**config.mk**
```make
export PLATFORM = sky130hd
export DESIGN_NAME = ssa_alu
export DESIGN_NICKNAME = d
export VERILOG_FILES = /design/src/hdl/ssa_alu.v
export VERILOG_INCLUDE_DIRS = /design/src /design/src/common
export SDC_FILE = /design/constraint.sdc
export NUM_CORES = 1
export LEC_CHECK = 0
export ABC_AREA = 1
export ABC_CLOCK_PERIOD_IN_PS = 9100
export BUFFER_PORTS_ARGS = -buffer_cell sky130_fd_sc_hd__buf_2
export CORE_MARGIN = 8
export CORE_UTILIZATION = 40
export CTS_CLUSTER_SIZE = 8
export DETAILED_ROUTE_END_ITERATION = 8
export PLACE_DENSITY_LB_ADDON = 0.1
export SYNTH_ARGS = -nofsm -noshare
export SYNTH_HDL_FRONTEND = slang
export SYNTH_SLANG_ARGS = --single-unit
```
**constraint.sdc**
```tcl
create_clock -name clk -period 9.1 [get_ports clk]
set_clock_uncertainty 0.2 [all_clocks]
set_input_delay 0.455 -clock clk [delete_from_list [all_inputs] [get_ports clk]]
set_output_delay 0.455 -clock clk [all_outputs]
set_load 0.02 [all_outputs]
```
**src/common/ssa_consts.vh**
```
// Constants for the shift/subtract execution datapath
`ifndef SSA_CONSTS_VH
`define SSA_CONSTS_VH
`define SSA_WORD_W      32
`define SSA_WIDE_W      33
`define SSA_SIGN_BIT    31
`define SSA_CARRY_BIT   32
`define SSA_CNT_W       5
`define SSA_REG_W       5
`define SSA_OP_W        3
`define SSA_OP_SRA_IMM  3'h0
`define SSA_OP_SRA_VAR  3'h1
`define SSA_OP_SRL_IMM  3'h2
`define SSA_OP_SRL_VAR  3'h3
`define SSA_OP_SUB_TRAP 3'h4
`define SSA_OP_SUB_WRAP 3'h5
`define SSA_ZERO_WORD   32'h00000000
`define SSA_ZERO_REG    5'h00
`endif

```
**src/hdl/ssa_alu.v**
```verilog
// Shift and subtract execution stage with one-cycle registered results
// Contract
// - Arith imm shift: second source by immediate
// - Arithmetic shifts fill with bit 31
// - Arith var shift uses register count
// - Register counts use low five bits only
// - Immediate shifts use shift amount field
// - Logic imm shift fills zeros, writes dest
// - Logic var shift zero-fills, register count
// - Subtract second source from primary source
// - Trap overflow: 33-bit bits 32 vs 31
// - Overflow: no write, raise overflow exception
// - No overflow: write low 32 bits
// - Wrapping subtract never raises exception
// - Wrapping subtract writes modulo 2^32 difference
`timescale 1ns/1ns
`default_nettype none
`include "ssa_consts.vh"
module ssa_alu (
  input  wire                      clk,
  input  wire                      rst,
  input  wire                      issueValid,
  input  wire [`SSA_OP_W-1:0]      opSel,
  input  wire [`SSA_WORD_W-1:0]    primarySrc,
  input  wire [`SSA_WORD_W-1:0]    secondSrc,
  input  wire [`SSA_CNT_W-1:0]     shiftAmountField,
  input  wire [`SSA_REG_W-1:0]     destRegField,
  output reg                       writeEn,
  output reg  [`SSA_REG_W-1:0]     writeReg,
  output reg  [`SSA_WORD_W-1:0]    writeData,
  output reg                       overflowExc,
  output reg                       illegalOp
);

  // Timing: an operation presented with issueValid high is taken at
  // the next rising edge and its result stands on the outputs for
  // exactly one cycle after that edge. Operations may follow each
  // other on every cycle; nothing inside the stage holds state between
  // them, so no stall or flush input is needed.
  //
  // Write-back: writeEn qualifies writeData and writeReg. writeReg
  // follows destRegField every cycle, so the register file must look
  // at writeEn before it uses either of them.
  //
  // Exceptions: only the trapping subtract can raise overflowExc, and
  // it then drops its write so the destination keeps its old value.
  // Shifts and the wrapping subtract never raise anything.
  //
  // Illegal codes: the two unused operation codes write nothing and
  // raise illegalOp for one cycle, so the decoder can take a reserved
  // instruction trap without this stage guessing at a result.

  // Shift forms: the four codes below the subtract codes
  function isShiftOp;
    input [`SSA_OP_W-1:0] op;
    begin
      case (op)
        `SSA_OP_SRA_IMM,
        `SSA_OP_SRA_VAR,
        `SSA_OP_SRL_IMM,
        `SSA_OP_SRL_VAR: isShiftOp = 1'b1;
        default:         isShiftOp = 1'b0;
      endcase
    end
  endfunction

  // Arithmetic forms copy the sign into the vacated bits
  function isArithOp;
    input [`SSA_OP_W-1:0] op;
    begin
      case (op)
        `SSA_OP_SRA_IMM,
        `SSA_OP_SRA_VAR: isArithOp = 1'b1;
        default:         isArithOp = 1'b0;
      endcase
    end
  endfunction

  // Register-count forms take the count from the primary source
  function isVarCountOp;
    input [`SSA_OP_W-1:0] op;
    begin
      case (op)
        `SSA_OP_SRA_VAR,
        `SSA_OP_SRL_VAR: isVarCountOp = 1'b1;
        default:         isVarCountOp = 1'b0;
      endcase
    end
  endfunction

  // Subtract forms; the trap form is told apart in the result select
  function isSubOp;
    input [`SSA_OP_W-1:0] op;
    begin
      case (op)
        `SSA_OP_SUB_TRAP,
        `SSA_OP_SUB_WRAP: isSubOp = 1'b1;
        default:          isSubOp = 1'b0;
      endcase
    end
  endfunction

  // Decode and datapath intermediates
  reg  [`SSA_CNT_W-1:0]   count;
  reg                     isArith;
  reg                     isShift;
  reg                     fillBit;
  reg  [`SSA_WIDE_W-1:0]  primaryWide;
  reg  [`SSA_WIDE_W-1:0]  secondWide;
  reg  [`SSA_WIDE_W-1:0]  diffWide;
  reg                     subOverflow;
  reg                     writeEn_next;
  reg  [`SSA_WORD_W-1:0]  writeData_next;
  reg                     overflowExc_next;
  reg                     illegalOp_next;
  wire [`SSA_WORD_W-1:0]  shiftWord;
  wire [`SSA_WORD_W-1:0]  stageWord [0:`SSA_CNT_W];
  genvar                  stage;

  // Count source: the immediate field, or the low count bits of the
  // primary source; higher source bits never reach the shifter
  always @* begin
    isShift = isShiftOp(opSel);
    isArith = isArithOp(opSel);
    if (isVarCountOp(opSel)) begin
      count = primarySrc[`SSA_CNT_W-1:0];
    end else begin
      count = shiftAmountField;
    end
  end

  // Fill bit for vacated positions: sign for arithmetic, zero for logical
  always @* begin
    fillBit = isArith & secondSrc[`SSA_SIGN_BIT];
  end

  // Log shifter: stage k moves the word by 2**k when count bit k is set.
  // Five fixed stages keep the depth flat whatever the count; a zero
  // count passes every stage straight through.
  assign stageWord[0] = secondSrc;
  generate
    for (stage = 0; stage < `SSA_CNT_W; stage = stage + 1) begin : g_shift_stage
      assign stageWord[stage + 1] = count[stage] ?
        {{(1 << stage){fillBit}}, stageWord[stage][`SSA_WORD_W-1:(1 << stage)]} :
        stageWord[stage];
    end
  endgenerate
  assign shiftWord = stageWord[`SSA_CNT_W];

  // Sign-extend both operands by one bit so that bit 32 of the
  // difference disagrees with bit 31 exactly when the result overflows
  always @* begin
    primaryWide = {primarySrc[`SSA_SIGN_BIT], primarySrc};
    secondWide  = {secondSrc[`SSA_SIGN_BIT], secondSrc};
    diffWide    = primaryWide - secondWide;
    subOverflow = diffWide[`SSA_CARRY_BIT] ^ diffWide[`SSA_SIGN_BIT];
  end

  // Result select. The trap form suppresses its write on overflow so the
  // destination keeps its old value; the wrap form ignores overflow.
  // Unknown codes write nothing and flag the decoder instead.
  always @* begin
    writeEn_next     = 1'b0;
    writeData_next   = `SSA_ZERO_WORD;
    overflowExc_next = 1'b0;
    illegalOp_next   = 1'b0;
    if (issueValid) begin
      if (isShift) begin
        writeEn_next   = 1'b1;
        writeData_next = shiftWord;
      end else if (isSubOp(opSel)) begin
        if (opSel == `SSA_OP_SUB_TRAP) begin
          writeEn_next     = ~subOverflow;
          overflowExc_next = subOverflow;
          writeData_next   = subOverflow ? `SSA_ZERO_WORD : diffWide[`SSA_WORD_W-1:0];
        end else begin
          writeEn_next   = 1'b1;
          writeData_next = diffWide[`SSA_WORD_W-1:0];
        end
      end else begin
        illegalOp_next = 1'b1;
      end
    end
  end

  // Output flops. Every output comes straight from a register so the
  // write-back path sees clean timing; the price is one cycle of
  // latency, which the issue logic must allow for when it forwards a
  // result to the next operation. Data is zeroed when nothing is
  // written so a stale value never looks like a result.

  // Control flags: one-cycle pulses, cleared during reset
  always @(posedge clk) begin
    if (rst) begin
      writeEn     <= 1'b0;
      overflowExc <= 1'b0;
      illegalOp   <= 1'b0;
    end else begin
      writeEn     <= writeEn_next;
      overflowExc <= overflowExc_next;
      illegalOp   <= illegalOp_next;
    end
  end

  // Write-back address and data; the address follows every cycle
  always @(posedge clk) begin
    if (rst) begin
      writeReg  <= `SSA_ZERO_REG;
      writeData <= `SSA_ZERO_WORD;
    end else begin
      writeReg  <= destRegField;
      writeData <= writeData_next;
    end
  end

  // Limitation: no operand forwarding lives here; back-to-back
  // dependent operations rely on the register file or on a bypass
  // outside this stage.

endmodule // ssa_alu
`default_nettype wire

```
# Yosys cells after proc, flatten, opt, wreduce, memory -nomap -nowiden
# Index checks and enable logic that the tools add are counted.
dict set report totals {
  reg_bits 40
  latch_bits 0
  mem_bits_rw 0
  mem_bits_ro 0
  inputBits 80
  memories 0
}
dict set report classes {
  n_addsub 1
  mul 0
  n_div 0
  n_lt_le_gt_ge 0
  n_eq_ne 5
  n_shift 0
  mux 20
  bitwise 6
  reduce_logical 8
}
# op n
set ops {}
lappend ops {{$mux 32} 9}
lappend ops {{$sub 32x32->33} 1}
lappend ops {{$mux 1} 10}
lappend ops {{$reduce_or 2->1} 4}
lappend ops {{$eq 3x2->1 const B} 2}
lappend ops {{$eq 3x3->1 const B} 2}
lappend ops {{$mux 5} 1}
lappend ops {{$reduce_or 5->1} 1}
lappend ops {{$not 1->1} 4}
lappend ops {{$reduce_or 4->1} 1}
lappend ops {{$eq 3x1->1 const B} 1}
lappend ops {{$logic_not 3->1} 1}
lappend ops {{$reduce_or 3->1} 1}
lappend ops {{$and 1x1->1} 1}
lappend ops {{$xor 1x1->1} 1}

# Logic depth before layout (Yosys ltp)
# Gate-level depths: netlist (run 1).
dict set report logic_depth {
  depth_word 10
  depth_mapped 20
}

# Worst setup path after synthesis (run 1)
# Ideal clock, no wire load.
dict set report synth_path {
  path_type {input -> register}
  from {in primarySrc[0]}
  to {reg writeData[11]}
  arrival_ns 2.928
  path_slack_ns 5.902
  cell_stages 20
  cell_sequence {inv_1 ha_1 inv_1 fa_1 nand2_1 o21ai_0 nand2_1 nand2_1 nand3_1 nand3_1 nand2_1 nand2_1 nor2_1 a21oi_1 ha_1 a21oi_2 buf_2 a21boi_0 o21ai_0 a21oi_1}
}
dict set report synth_via {
  word_cells_on_any_way 12
}
# item line
set synth_lines {}
lappend synth_lines {{start: declaration} ssa_alu.v:24} ;# input wire [`SSA_WORD_W-1:0] primarySrc,
lappend synth_lines {{$sub 32x32->33} ssa_alu.v:155} ;# diffWide = primaryWide - secondWide;
lappend synth_lines {{$xor 1x1->1} ssa_alu.v:156} ;# subOverflow = diffWide[`SSA_CARRY_BIT] ^ diffWide[`SSA_SIGN_BIT];
lappend synth_lines {{named net subOverflow} ssa_alu.v:111} ;# reg subOverflow;
lappend synth_lines {{$mux 32} ssa_alu.v:175} ;# writeData_next = subOverflow ? `SSA_ZERO_WORD : diffWide[`SSA_WORD_W-1:0];
lappend synth_lines {{$mux 32} ssa_alu.v:172} ;# if (opSel == `SSA_OP_SUB_TRAP) begin
lappend synth_lines {{$mux 32} ssa_alu.v:171} ;# end else if (isSubOp(opSel)) begin
lappend synth_lines {{$mux 32} ssa_alu.v:168} ;# if (isShift) begin
lappend synth_lines {{end signal: assignment} ssa_alu.v:209} ;# writeData <= `SSA_ZERO_WORD;
lappend synth_lines {{end signal: assignment} ssa_alu.v:212} ;# writeData <= writeData_next;
lappend synth_lines {{end: declaration} ssa_alu.v:30} ;# output reg [`SSA_WORD_W-1:0] writeData,
# The timed path passes the listed nets, and every way through them passes these cells.
# A chain may end at the register's enable or synchronous reset.

# Worst setup path after layout (run 1)
dict set report layout_path {
  from {in primarySrc[0]}
  to {reg writeData[12]}
}
# Same word-level chain as after synthesis.

==> flow_summary.ini, run 1 <==
[run_status]
status = finished, final reports clean

[routing]
dr.pass1.iters = 6
viasPerCell = 5.61
final_antenna_net_count = 0
wl_per_cell_um = 17.7
via_count = 7435
drtIter0Drc = 844
route.detailed.drc = 0
drt_wl_total_um = 23400

[clocking]
cts-resized-gates = 0
clock_path_buffers = 2
cts_tree = built
cts_buffers = 5
ctsHoldBuffers = 0
cts_setup_buffers = 0
clkSinkCount = 40
clk_pin_slew_ns = 0.06
htreeDepth = 2
cts_root_buffer = clkbuf_16

[floorplan]
die_h_um = 135
core_area_mm2 = 0.0139
dieArea_mm2 = 0.0183
die_w_um = 135
initial_utilization = 0.409
pin_count = 120
rows = 43

[power]
netSwitchingPower_mw = 0.346
ir_drop_mv = 0.0612
seqPwrFrac = 0.247
pwr-share-comb = 0.516
power_density_mw_per_mm2 = 118
finalPower_mw = 0.765
p_leak_nw = 3.48
intPower_mw = 0.420
swShare = 0.452
power_frac_clock = 0.237

[setup_path]
slowest_stage = o21ai_0
worst_path_dominant_cell_family = compound AO/OA/AOI/OAI gates
worstSetupPathDepth = 21
cp.required_ns = 9.12
max_stage_delay_ns = 0.39
critPathMaxFanout = 27
criticalPathCategory = input pin to flop
critPathLaunch = primarySrc[0]
crit_path_start_kind = input pin
cp.arrival_ns = 3.81
worstSetupEndpointType = flop
path_buf_inv = 4
crit_chain = buf_2 > inv_1 > ha_1 > inv_1 > fa_1 > nand2_1 > o21ai_0 > nand2_1 > nand2_1 > nand3_1 > nand3_1 > nand2_1 > nand2_1 > nor2_1 > a21oi_1 > ha_1 > a21oi_2 > buf_4 > a21boi_0 > o21ai_0 > a21oi_1
path_common_cell = nand2_1

[cells_and_area]
fillers = 1597
area_growth_syn_to_layout_pct = 14.0
instances_no_fill = 1326
layout-drive-gt1-share = 0.135
diodes = 0
mostFrequentLayoutCells = nand2_1, nand3_1, buf_2
nNetsFinal = 1259
layout_commonest_cell = nand2_1

[timing]
rsz0062_at_grt = false
drv_slew = 0
worst_pin_slew_ns = 0.745
max-slew-margin-rel = 0.503
period_share = 0.416
fin_crit_ns = 3.78
setup_viol = 0
hold_viol = 0
whs_ns = 0.167
setup_tns_ns = 0
fmax_ghz = 0.264

[logic_synthesis]
ys_warn_count = 0
synth.avg_cell_area_um2 = 5.38
seq_area_frac_synth = 0.141
synth_seq_cells = 40
syn_inst = 1055
synth_nets = 1169
yosysUniqueCellTypes = 32
syn_area_mm2 = 0.00568

[global_route]
grt-ovfl-total = 0
grt_pass1_wl_um = 36000
grt_usage = 0.248
grt_max_degree = 40
grt_pass1_vias = 6799
antenna_found_initial = 0

[flow_run]
cap_viol_max_count = 0

[hold_path]
holdPathStages = 3
hp-start = destRegField[0]
hp-class = input pin to flop
min_to = writeReg[0]

[placed_design]
hpwlAfterDp_um = 19100
placedCellCount = 1318
portBuffers = 119
gp_congestion = 0.981
==> worst min-delay path: stages <==
cell,delay (ns)
buf_2,0.07
inv_1,0.03
nor2_1,0.06
==> layout make-up <==
class,instances,area (µm²),area share
flip-flops and latches,40,801,0.124
clock buffers,8,146,0.0226
well taps,180,225,0.0348
repair buffers,126,648,0.100
multi-input cells,861,4240,0.654
inverters,111,417,0.0644
==> how the worst max path moves through the flow <==
stage,slack [ns],end
after floorplan,5.90,writeData[11]
after global placement,5.22,writeData[5]
after detailed placement,5.08,writeData[5]
after CTS,5.36,writeData[5]
after global routing,4.85,writeData[15]
final,5.32,writeData[12]
==> sequential cells by signal, indices dropped and copies added (netlist names) <==
name,count
illegalOp,1
overflowExc,1
writeData,32
writeEn,1
writeReg,5
==> metrics by stage <==
| step | util | area, µm² | setup WS, ns |
|---|---|---|---|
| 2_1_floorplan | - | 5680 | 5.90 |
| 4_1_cts | 0.466 | 6470 | 5.36 |
| 6_report | 0.466 | 6470 | 5.32 |
| 3_3_place_gp | 0.456 | 6330 | 5.22 |
| 5_1_grt | 0.466 | 6470 | 4.85 |
| 3_5_place_dp | 0.456 | 6330 | 5.08 |
==> cells in the mapped netlist (all sizes together) <==
| cell | instances | area [µm²] |
|---|---|---|
| nor2 | 63 | 239 |
| nand4 | 9 | 56.3 |
| o21bai | 4 | 30.0 |
| or2 | 4 | 25.0 |
| nor3 | 11 | 55.1 |
| a21o | 3 | 22.5 |
| nor3b | 1 | 7.51 |
| ha | 33 | 413 |
| nand2 | 311 | 1180 |
| nand3 | 301 | 1520 |
| o21ai | 33 | 176 |
| a31oi | 1 | 6.26 |
| dfxtp | 40 | 801 |
| clkbuf | 14 | 52.6 |
| fa | 1 | 20.0 |
| buf | 29 | 174 |
| a21oi | 69 | 357 |
| a21boi | 11 | 82.6 |
| inv | 111 | 417 |
| a211oi | 1 | 7.51 |
| nand3b | 5 | 37.5 |
==> power groups by stage <==
| stage | logic [mW] | clock network, mW | registers [mW] |
|---|---|---|---|
| detailed placement | 0.387 | 0 | 0.193 |
| floorplan | 0.265 | 0 | 0.202 |
| global placement | 0.388 | 0 | 0.193 |
| CTS | 0.388 | 0.182 | 0.189 |
| global route | 0.440 | 0.190 | 0.189 |
| finish | 0.395 | 0.181 | 0.189 |
==> cells by family after synthesis <==
logic type | synth area share
buf+inv | 0.113
fa+ha+maj | 0.0762
flops | 0.141
simple gates | 0.550
compound gates | 0.120
==> metal layers <==
layer  global-route usage  vias to the layer above  share of wire
met3               0.0249                       32          0.069
met4               0.0740                        0          0.022
li1                     -                     3710              -
met2                0.389                      309           0.45
met5                    0                        -              0
met1                0.350                     3384           0.46
(Power assumes the default switching activity.)
==> run 2, diff against run 1 <==
ABC_AREA = 0   (was 1)
ABC_CLOCK_PERIOD_IN_PS = 3300   (was 9100)
clock period = 3.3 ns   (was 9.1 ns; I/O delays follow)
==> flow_summary.ini, run 2 <==
[run_status]
status = finished, violations left
violations = negative setup slack

[logic_synthesis]
synth_nets = 747
yosys.area_share.adder = 0.0925
synth_ff_type = dfxtp_1
synth_area_leaders = dfxtp_1, mux2i_1, ha_1
yosysUniqueCellTypes = 62
ys_warn_count = 0
synth_top_area_frac = 0.171
yosys.area_share.simple = 0.182
synth-compound-area-share = 0.266
yosys.area_share.xor_xnor = 0.0542
synth_mux_area_frac = 0.172
synth_top_family_by_area = compound AO/OA/AOI/OAI gates
seq_area_frac_synth = 0.171
yosysTopAreaCell = dfxtp_1
synth.most_common_cell = nand2_1
synthTopCellsByCount = nand2_1, mux2i_1, a21oi_1
synth.avg_cell_area_um2 = 7.40
synth_seq_cells = 40
syn_inst = 633
synth_edf_count = 0
synthArstFlopShare = 0
syn_area_mm2 = 0.00468

[power]
pwr-share-comb = 0.510
power_frac_clock = 0.259
finalPower_mw = 2.26
power_density_mw_per_mm2 = 332
swShare = 0.388
netSwitchingPower_mw = 0.879
ir_drop_mv = 0.223
seqPwrFrac = 0.230
intPower_mw = 1.39
p_leak_nw = 3.43

[setup_path]
critPathMaxFanout = 7
cp.arrival_ns = 3.63
path_buf_inv = 3
slowest_stage = a311o_2
cp.required_ns = 3.34
worst_path_dominant_cell_family = compound AO/OA/AOI/OAI gates
crit_path_start_kind = input pin
worstSetupPathDepth = 20
crit_chain = buf_12 > inv_12 > ha_4 > inv_2 > fa_2 > a21o_1 > a221oi_4 > a21oi_2 > o2111ai_2 > o41ai_4 > a41o_1 > a311o_2 > a31oi_2 > ha_1 > nand2b_1 > and2_4 > nand2_8 > nor3b_2 > mux2i_1 > nand2_1
criticalPathCategory = input pin to flop
worstSetupEndpointType = flop
max_stage_delay_ns = 0.41

[global_route]
grt_usage = 0.231
antenna_found_initial = 0
grt-ovfl-total = 0
grt_pass1_vias = 5499
grt_max_degree = 46
grt_pass1_wl_um = 28300

[timing]
rsz0062_at_grt = true
setup_ws_ns = -0.287
drv_slew = 0
fin_crit_ns = 3.59
setup_tns_ns = -7.07
worst_pin_slew_ns = 0.518
fmax_ghz = 0.279
max-slew-margin-rel = 0.652
period_share = 1.09
whs_ns = 0.0301
hold_viol = 0
setup_viol = 31

[clocking]
clk_pin_slew_ns = 0.07
clock_path_buffers = 2
htreeDepth = 2
clkSinkCount = 40
cts_tree = built
cts_root_buffer = clkbuf_16
cts_buffers = 5

[routing]
final_antenna_net_count = 0
via_count = 5556
drt_wl_total_um = 18200
route.detailed.drc = 0
dr.pass1.iters = 5
viasPerCell = 5.51
wl_per_cell_um = 18.0
drtIter0Drc = 341

[cells_and_area]
layout_commonest_cell = buf_2
diodes = 0
final_util = 0.598
largest-register = writeData
nNetsFinal = 978
layout-drive-gt1-share = 0.355
reg_top3 = writeData x32, writeReg x5
mostFrequentLayoutCells = buf_2, buf_4, nand2_1
largest_reg_flops = 32
area_growth_syn_to_layout_pct = 45.9

[placed_design]
hpwlAfterDp_um = 14500
portBuffers = 119
gp_congestion = 0.913

[hold_path]
holdPathStages = 3
hp-class = input pin to flop

[floorplan]
die_w_um = 124
rows = 39
pin_count = 120
dieArea_mm2 = 0.0154
core_area_mm2 = 0.0114
initial_utilization = 0.410
die_h_um = 124

[flow_run]
cap_viol_max_count = 0
==> run 2: changes by cell type after synthesis, sizes merged, moves of 11 or more <==
cell | before | now
o21ai | 33 | 61
buf | 29 | 15
mux2i | 0 | 67
inv | 111 | 40
nor2b | 0 | 13
a211oi | 1 | 14
and3 | 0 | 13
a21boi | 11 | 0
xnor2 | 0 | 20
nand3 | 301 | 9
nand2 | 311 | 78
nor2 | 63 | 43
==> run 2: worst paths after layout <==
path,endpoint,slack (ns),startpoint
hold / removal,writeData[0],0.03,secondSrc[0]
setup / recovery,writeData[29],-0.29,primarySrc[0]
==> run 2: worst min-delay path, stage by stage <==
cell and delay, ns:
buf_2 0.12, ha_4 0.13, o21ai_1 0.06
==> run 2: repair_timing <==
action | in CTS | in global routing
endpoints found under the setup margin | 34 | 34
hold endpoints to repair | 7 | 0
hold buffers | 11 | 0
setup buffers | 4 | 1
pin swaps | 16 | 13
cloned | 2 | 0
resized for setup | 15 | 24
==> run 2: cells by family (layout without fill, tap and decap cells) <==
| family | count (synthesis) | in the layout |
|---|---|---|
| simple gates | 184 | 185 |
| mux | 76 | 76 |
| buf+inv | 70 | 301 |
| fa+ha+maj | 34 | 34 |
| compound gates | 200 | 200 |
| xor+xnor | 29 | 29 |
| flops | 40 | 40 |
==> run 2: per-layer routing <==
| layer | GRT usage | share of wire | up-vias |
|---|---|---|---|
| met5 | 0 | 0 | - |
| met4 | 0.0558 | 0.016 | 0 |
| met3 | 0.0349 | 0.070 | 20 |
| met2 | 0.377 | 0.45 | 203 |
| met1 | 0.312 | 0.46 | 2589 |
| li1 | - | - | 2744 |
==> run 2: layout make-up <==
| type | count | area [µm²] |
|---|---|---|
| Clock buffer | 5 | 125 |
| Timing Repair Buffer | 253 | 1700 |
| Multi-Input combinational cell | 524 | 3810 |
| Inverter | 40 | 163 |
| Sequential cell | 40 | 801 |
| Clock inverter | 3 | 47.5 |
| Fill cell | 1086 | 4590 |
| Tap cell | 143 | 179 |
==> run 2: power by group through the flow <==
stage / Combinational (mW) / Clock [mW] / Sequential [mW]
after floorplan: 0.613 / 0 / 0.568
after global placement: 1.08 / 0 / 0.532
after detailed placement: 1.08 / 0 / 0.532
after CTS: 1.12 / 0.586 / 0.522
after global routing: 1.25 / 0.609 / 0.524
final: 1.16 / 0.587 / 0.522
==> run 2: through the flow <==
stage | std cells | cell area [µm²] | setup WS, ns
6_report | 1008 | 6830 | -0.287
5_1_grt | 1008 | 6830 | -0.488
4_1_cts | 1007 | 6720 | -0.351
3_5_place_dp | 983 | 6330 | -0.911
3_3_place_gp | 983 | 6330 | -0.769
2_1_floorplan | 633 | 4780 | -0.429
==> run 3, diff against run 2 <==
ABC_AREA = 1   (was 0)
CORE_MARGIN = 2   (was 8)
==> flow_summary.ini, run 3 (synthesized netlist as in run 1, its figures left out) <==
[global_route]
busiest_layer = met2
grtUsageMet2 = 0.468
grt_usage = 0.301
gr-usage-met1 = 0.438
antenna_found_initial = 0
grt_pass1_wl_um = 35100
grt-ovfl-total = 0
grt_pass1_vias = 6785
grt_use_met3 = 0.0327
grt_max_degree = 39

[routing]
drt_wl_total_um = 23300
dr.pass1.iters = 5
viasPerCell = 5.59
wl_per_cell_um = 17.3
via_count = 7550
drtIter0Drc = 804
route.detailed.drc = 0
final_antenna_net_count = 0

[power]
power_frac_clock = 0.238
p_leak_nw = 3.61
netSwitchingPower_mw = 0.978
seqPwrFrac = 0.240
ir_drop_mv = 0.163
pwr-share-comb = 0.522
swShare = 0.453
power_density_mw_per_mm2 = 322
intPower_mw = 1.18

[run_status]
status = finished, final reports clean

[clocking]
htreeDepth = 2
clk_pin_slew_ns = 0.07
cts_tree = built
cts_buffers = 5
cts_root_buffer = clkbuf_16
clock_path_buffers = 2
clkSinkCount = 40
cts_setup_buffers = 0

[timing]
period_share = 0.901
drv_slew = 0
fin_crit_ns = 2.97
max-slew-margin-rel = 0.455
rsz0062_at_grt = false
setup_viol = 0
hold_viol = 0
worst_pin_slew_ns = 0.815
fmax_ghz = 0.336
setup_tns_ns = 0

[floorplan]
die_h_um = 123
core_area_mm2 = 0.0139
initial_utilization = 0.409
die_w_um = 123
dieArea_mm2 = 0.0152
pin_count = 120
rows = 43

[placed_design]
hpwlAfterDp_um = 18700
portBuffers = 119
placedCellCount = 1331
gp_congestion = 0.935

[hold_path]
hp-class = input pin to flop

[cells_and_area]
mostFrequentLayoutCells = nand2_1, nand3_1, buf_2
nNetsFinal = 1284
multi_input_area_mm2 = 0.00424
diodes = 0
fillers = 1600
seq_area_um2 = 801
layout_commonest_cell = nand2_1
layout-drive-gt1-share = 0.145
reg_top3 = writeData x32, writeReg x5
instances_no_fill = 1351
area_growth_syn_to_layout_pct = 18.3
largest_reg_flops = 32
largest-register = writeData

[setup_path]
cp.required_ns = 3.31
criticalPathCategory = input pin to flop
cp.arrival_ns = 2.98
critPathMaxFanout = 28
crit_path_start_kind = input pin
worstSetupEndpointType = flop

[flow_run]
cap_viol_max_count = 0
[run 3: cell types whose count changed in the layout (fill, tap and decap cells not counted), moves of 20 or more]
cell     before  now
nand2_1      75  306
xnor2_1      20    0
inv_1        37  104
nand3_1       9  299
mux2i_1      64    0
buf_4       114   18
[run 3: path summary, 6_finish.rpt]
path / startpoint / to / slack, ns / cells past startpoint
setup / recovery: secondSrc[5] / writeData[11] / 0.33 / 19
hold / removal: opSel[2] / writeData[15] / 0.09 / 4
[run 3: what timing repair did]
action	CTS	global route
hold buffers	12	0
setup endpoints to repair	0	2
hold endpoints to repair	6	0
resized for setup	0	1
[run 3: metal layers]
layer / wire length (µm) / share of wire
met3: 1850 / 0.079
met4: 529 / 0.023
met5: 0 / 0
met2: 10400 / 0.45
met1: 10600 / 0.45
[run 3: area by class of cell]
class                           count  area share
Multi-Input combinational cell    861       0.631
Timing Repair Buffer              151       0.133
Tap cell                          180      0.0335
Inverter                          111      0.0620
Clock inverter                      2     0.00149
Clock buffer                        6      0.0207
Sequential cell                    40       0.119
[run 3: per-stage QoR]
stage / utilization / cell area (µm²) / worst slack (ns) / power (mW) / hold slack, ns
finish: 0.484 / 6720 / 0.328 / 2.16 / 0.0900
global route: 0.484 / 6720 / 0.0114 / 2.30 / 0.125
CTS: 0.484 / 6720 / 0.343 / 2.14 / 0.0833
detailed placement: 0.465 / 6450 / 0.0499 / 1.62 / 0.174
global placement: 0.465 / 6450 / 0.0830 / 1.63 / 0.167
floorplan: - / 5680 / 0.392 / 1.29 / 0.0362
[run 3: worst max-delay path: stages]
cell and delay [ns]:
buf_2 0.10, inv_1 0.15, ha_1 0.31, a21oi_1 0.28, nor2_1 0.07, nor2_1 0.14
nand2_1 0.14, nand3_1 0.13, nand3_1 0.10, nand2_1 0.07, nand2_1 0.06, nor2_1 0.08
a21oi_1 0.05, ha_1 0.32, a21oi_2 0.18, buf_12 0.20, a21boi_0 0.18, o21ai_0 0.10
a21oi_1 0.15
[run 3: power by group through the flow]
| stage | Sequential, mW | Clock [mW] | Combinational, mW |
|---|---|---|---|
| 3_5_place_dp | 0.530 | 0 | 1.09 |
| 5_1_grt | 0.519 | 0.534 | 1.25 |
| 6_report | 0.518 | 0.515 | 1.13 |
| 4_1_cts | 0.519 | 0.513 | 1.11 |
| 2_1_floorplan | 0.558 | 0 | 0.730 |
| 3_3_place_gp | 0.530 | 0 | 1.10 |
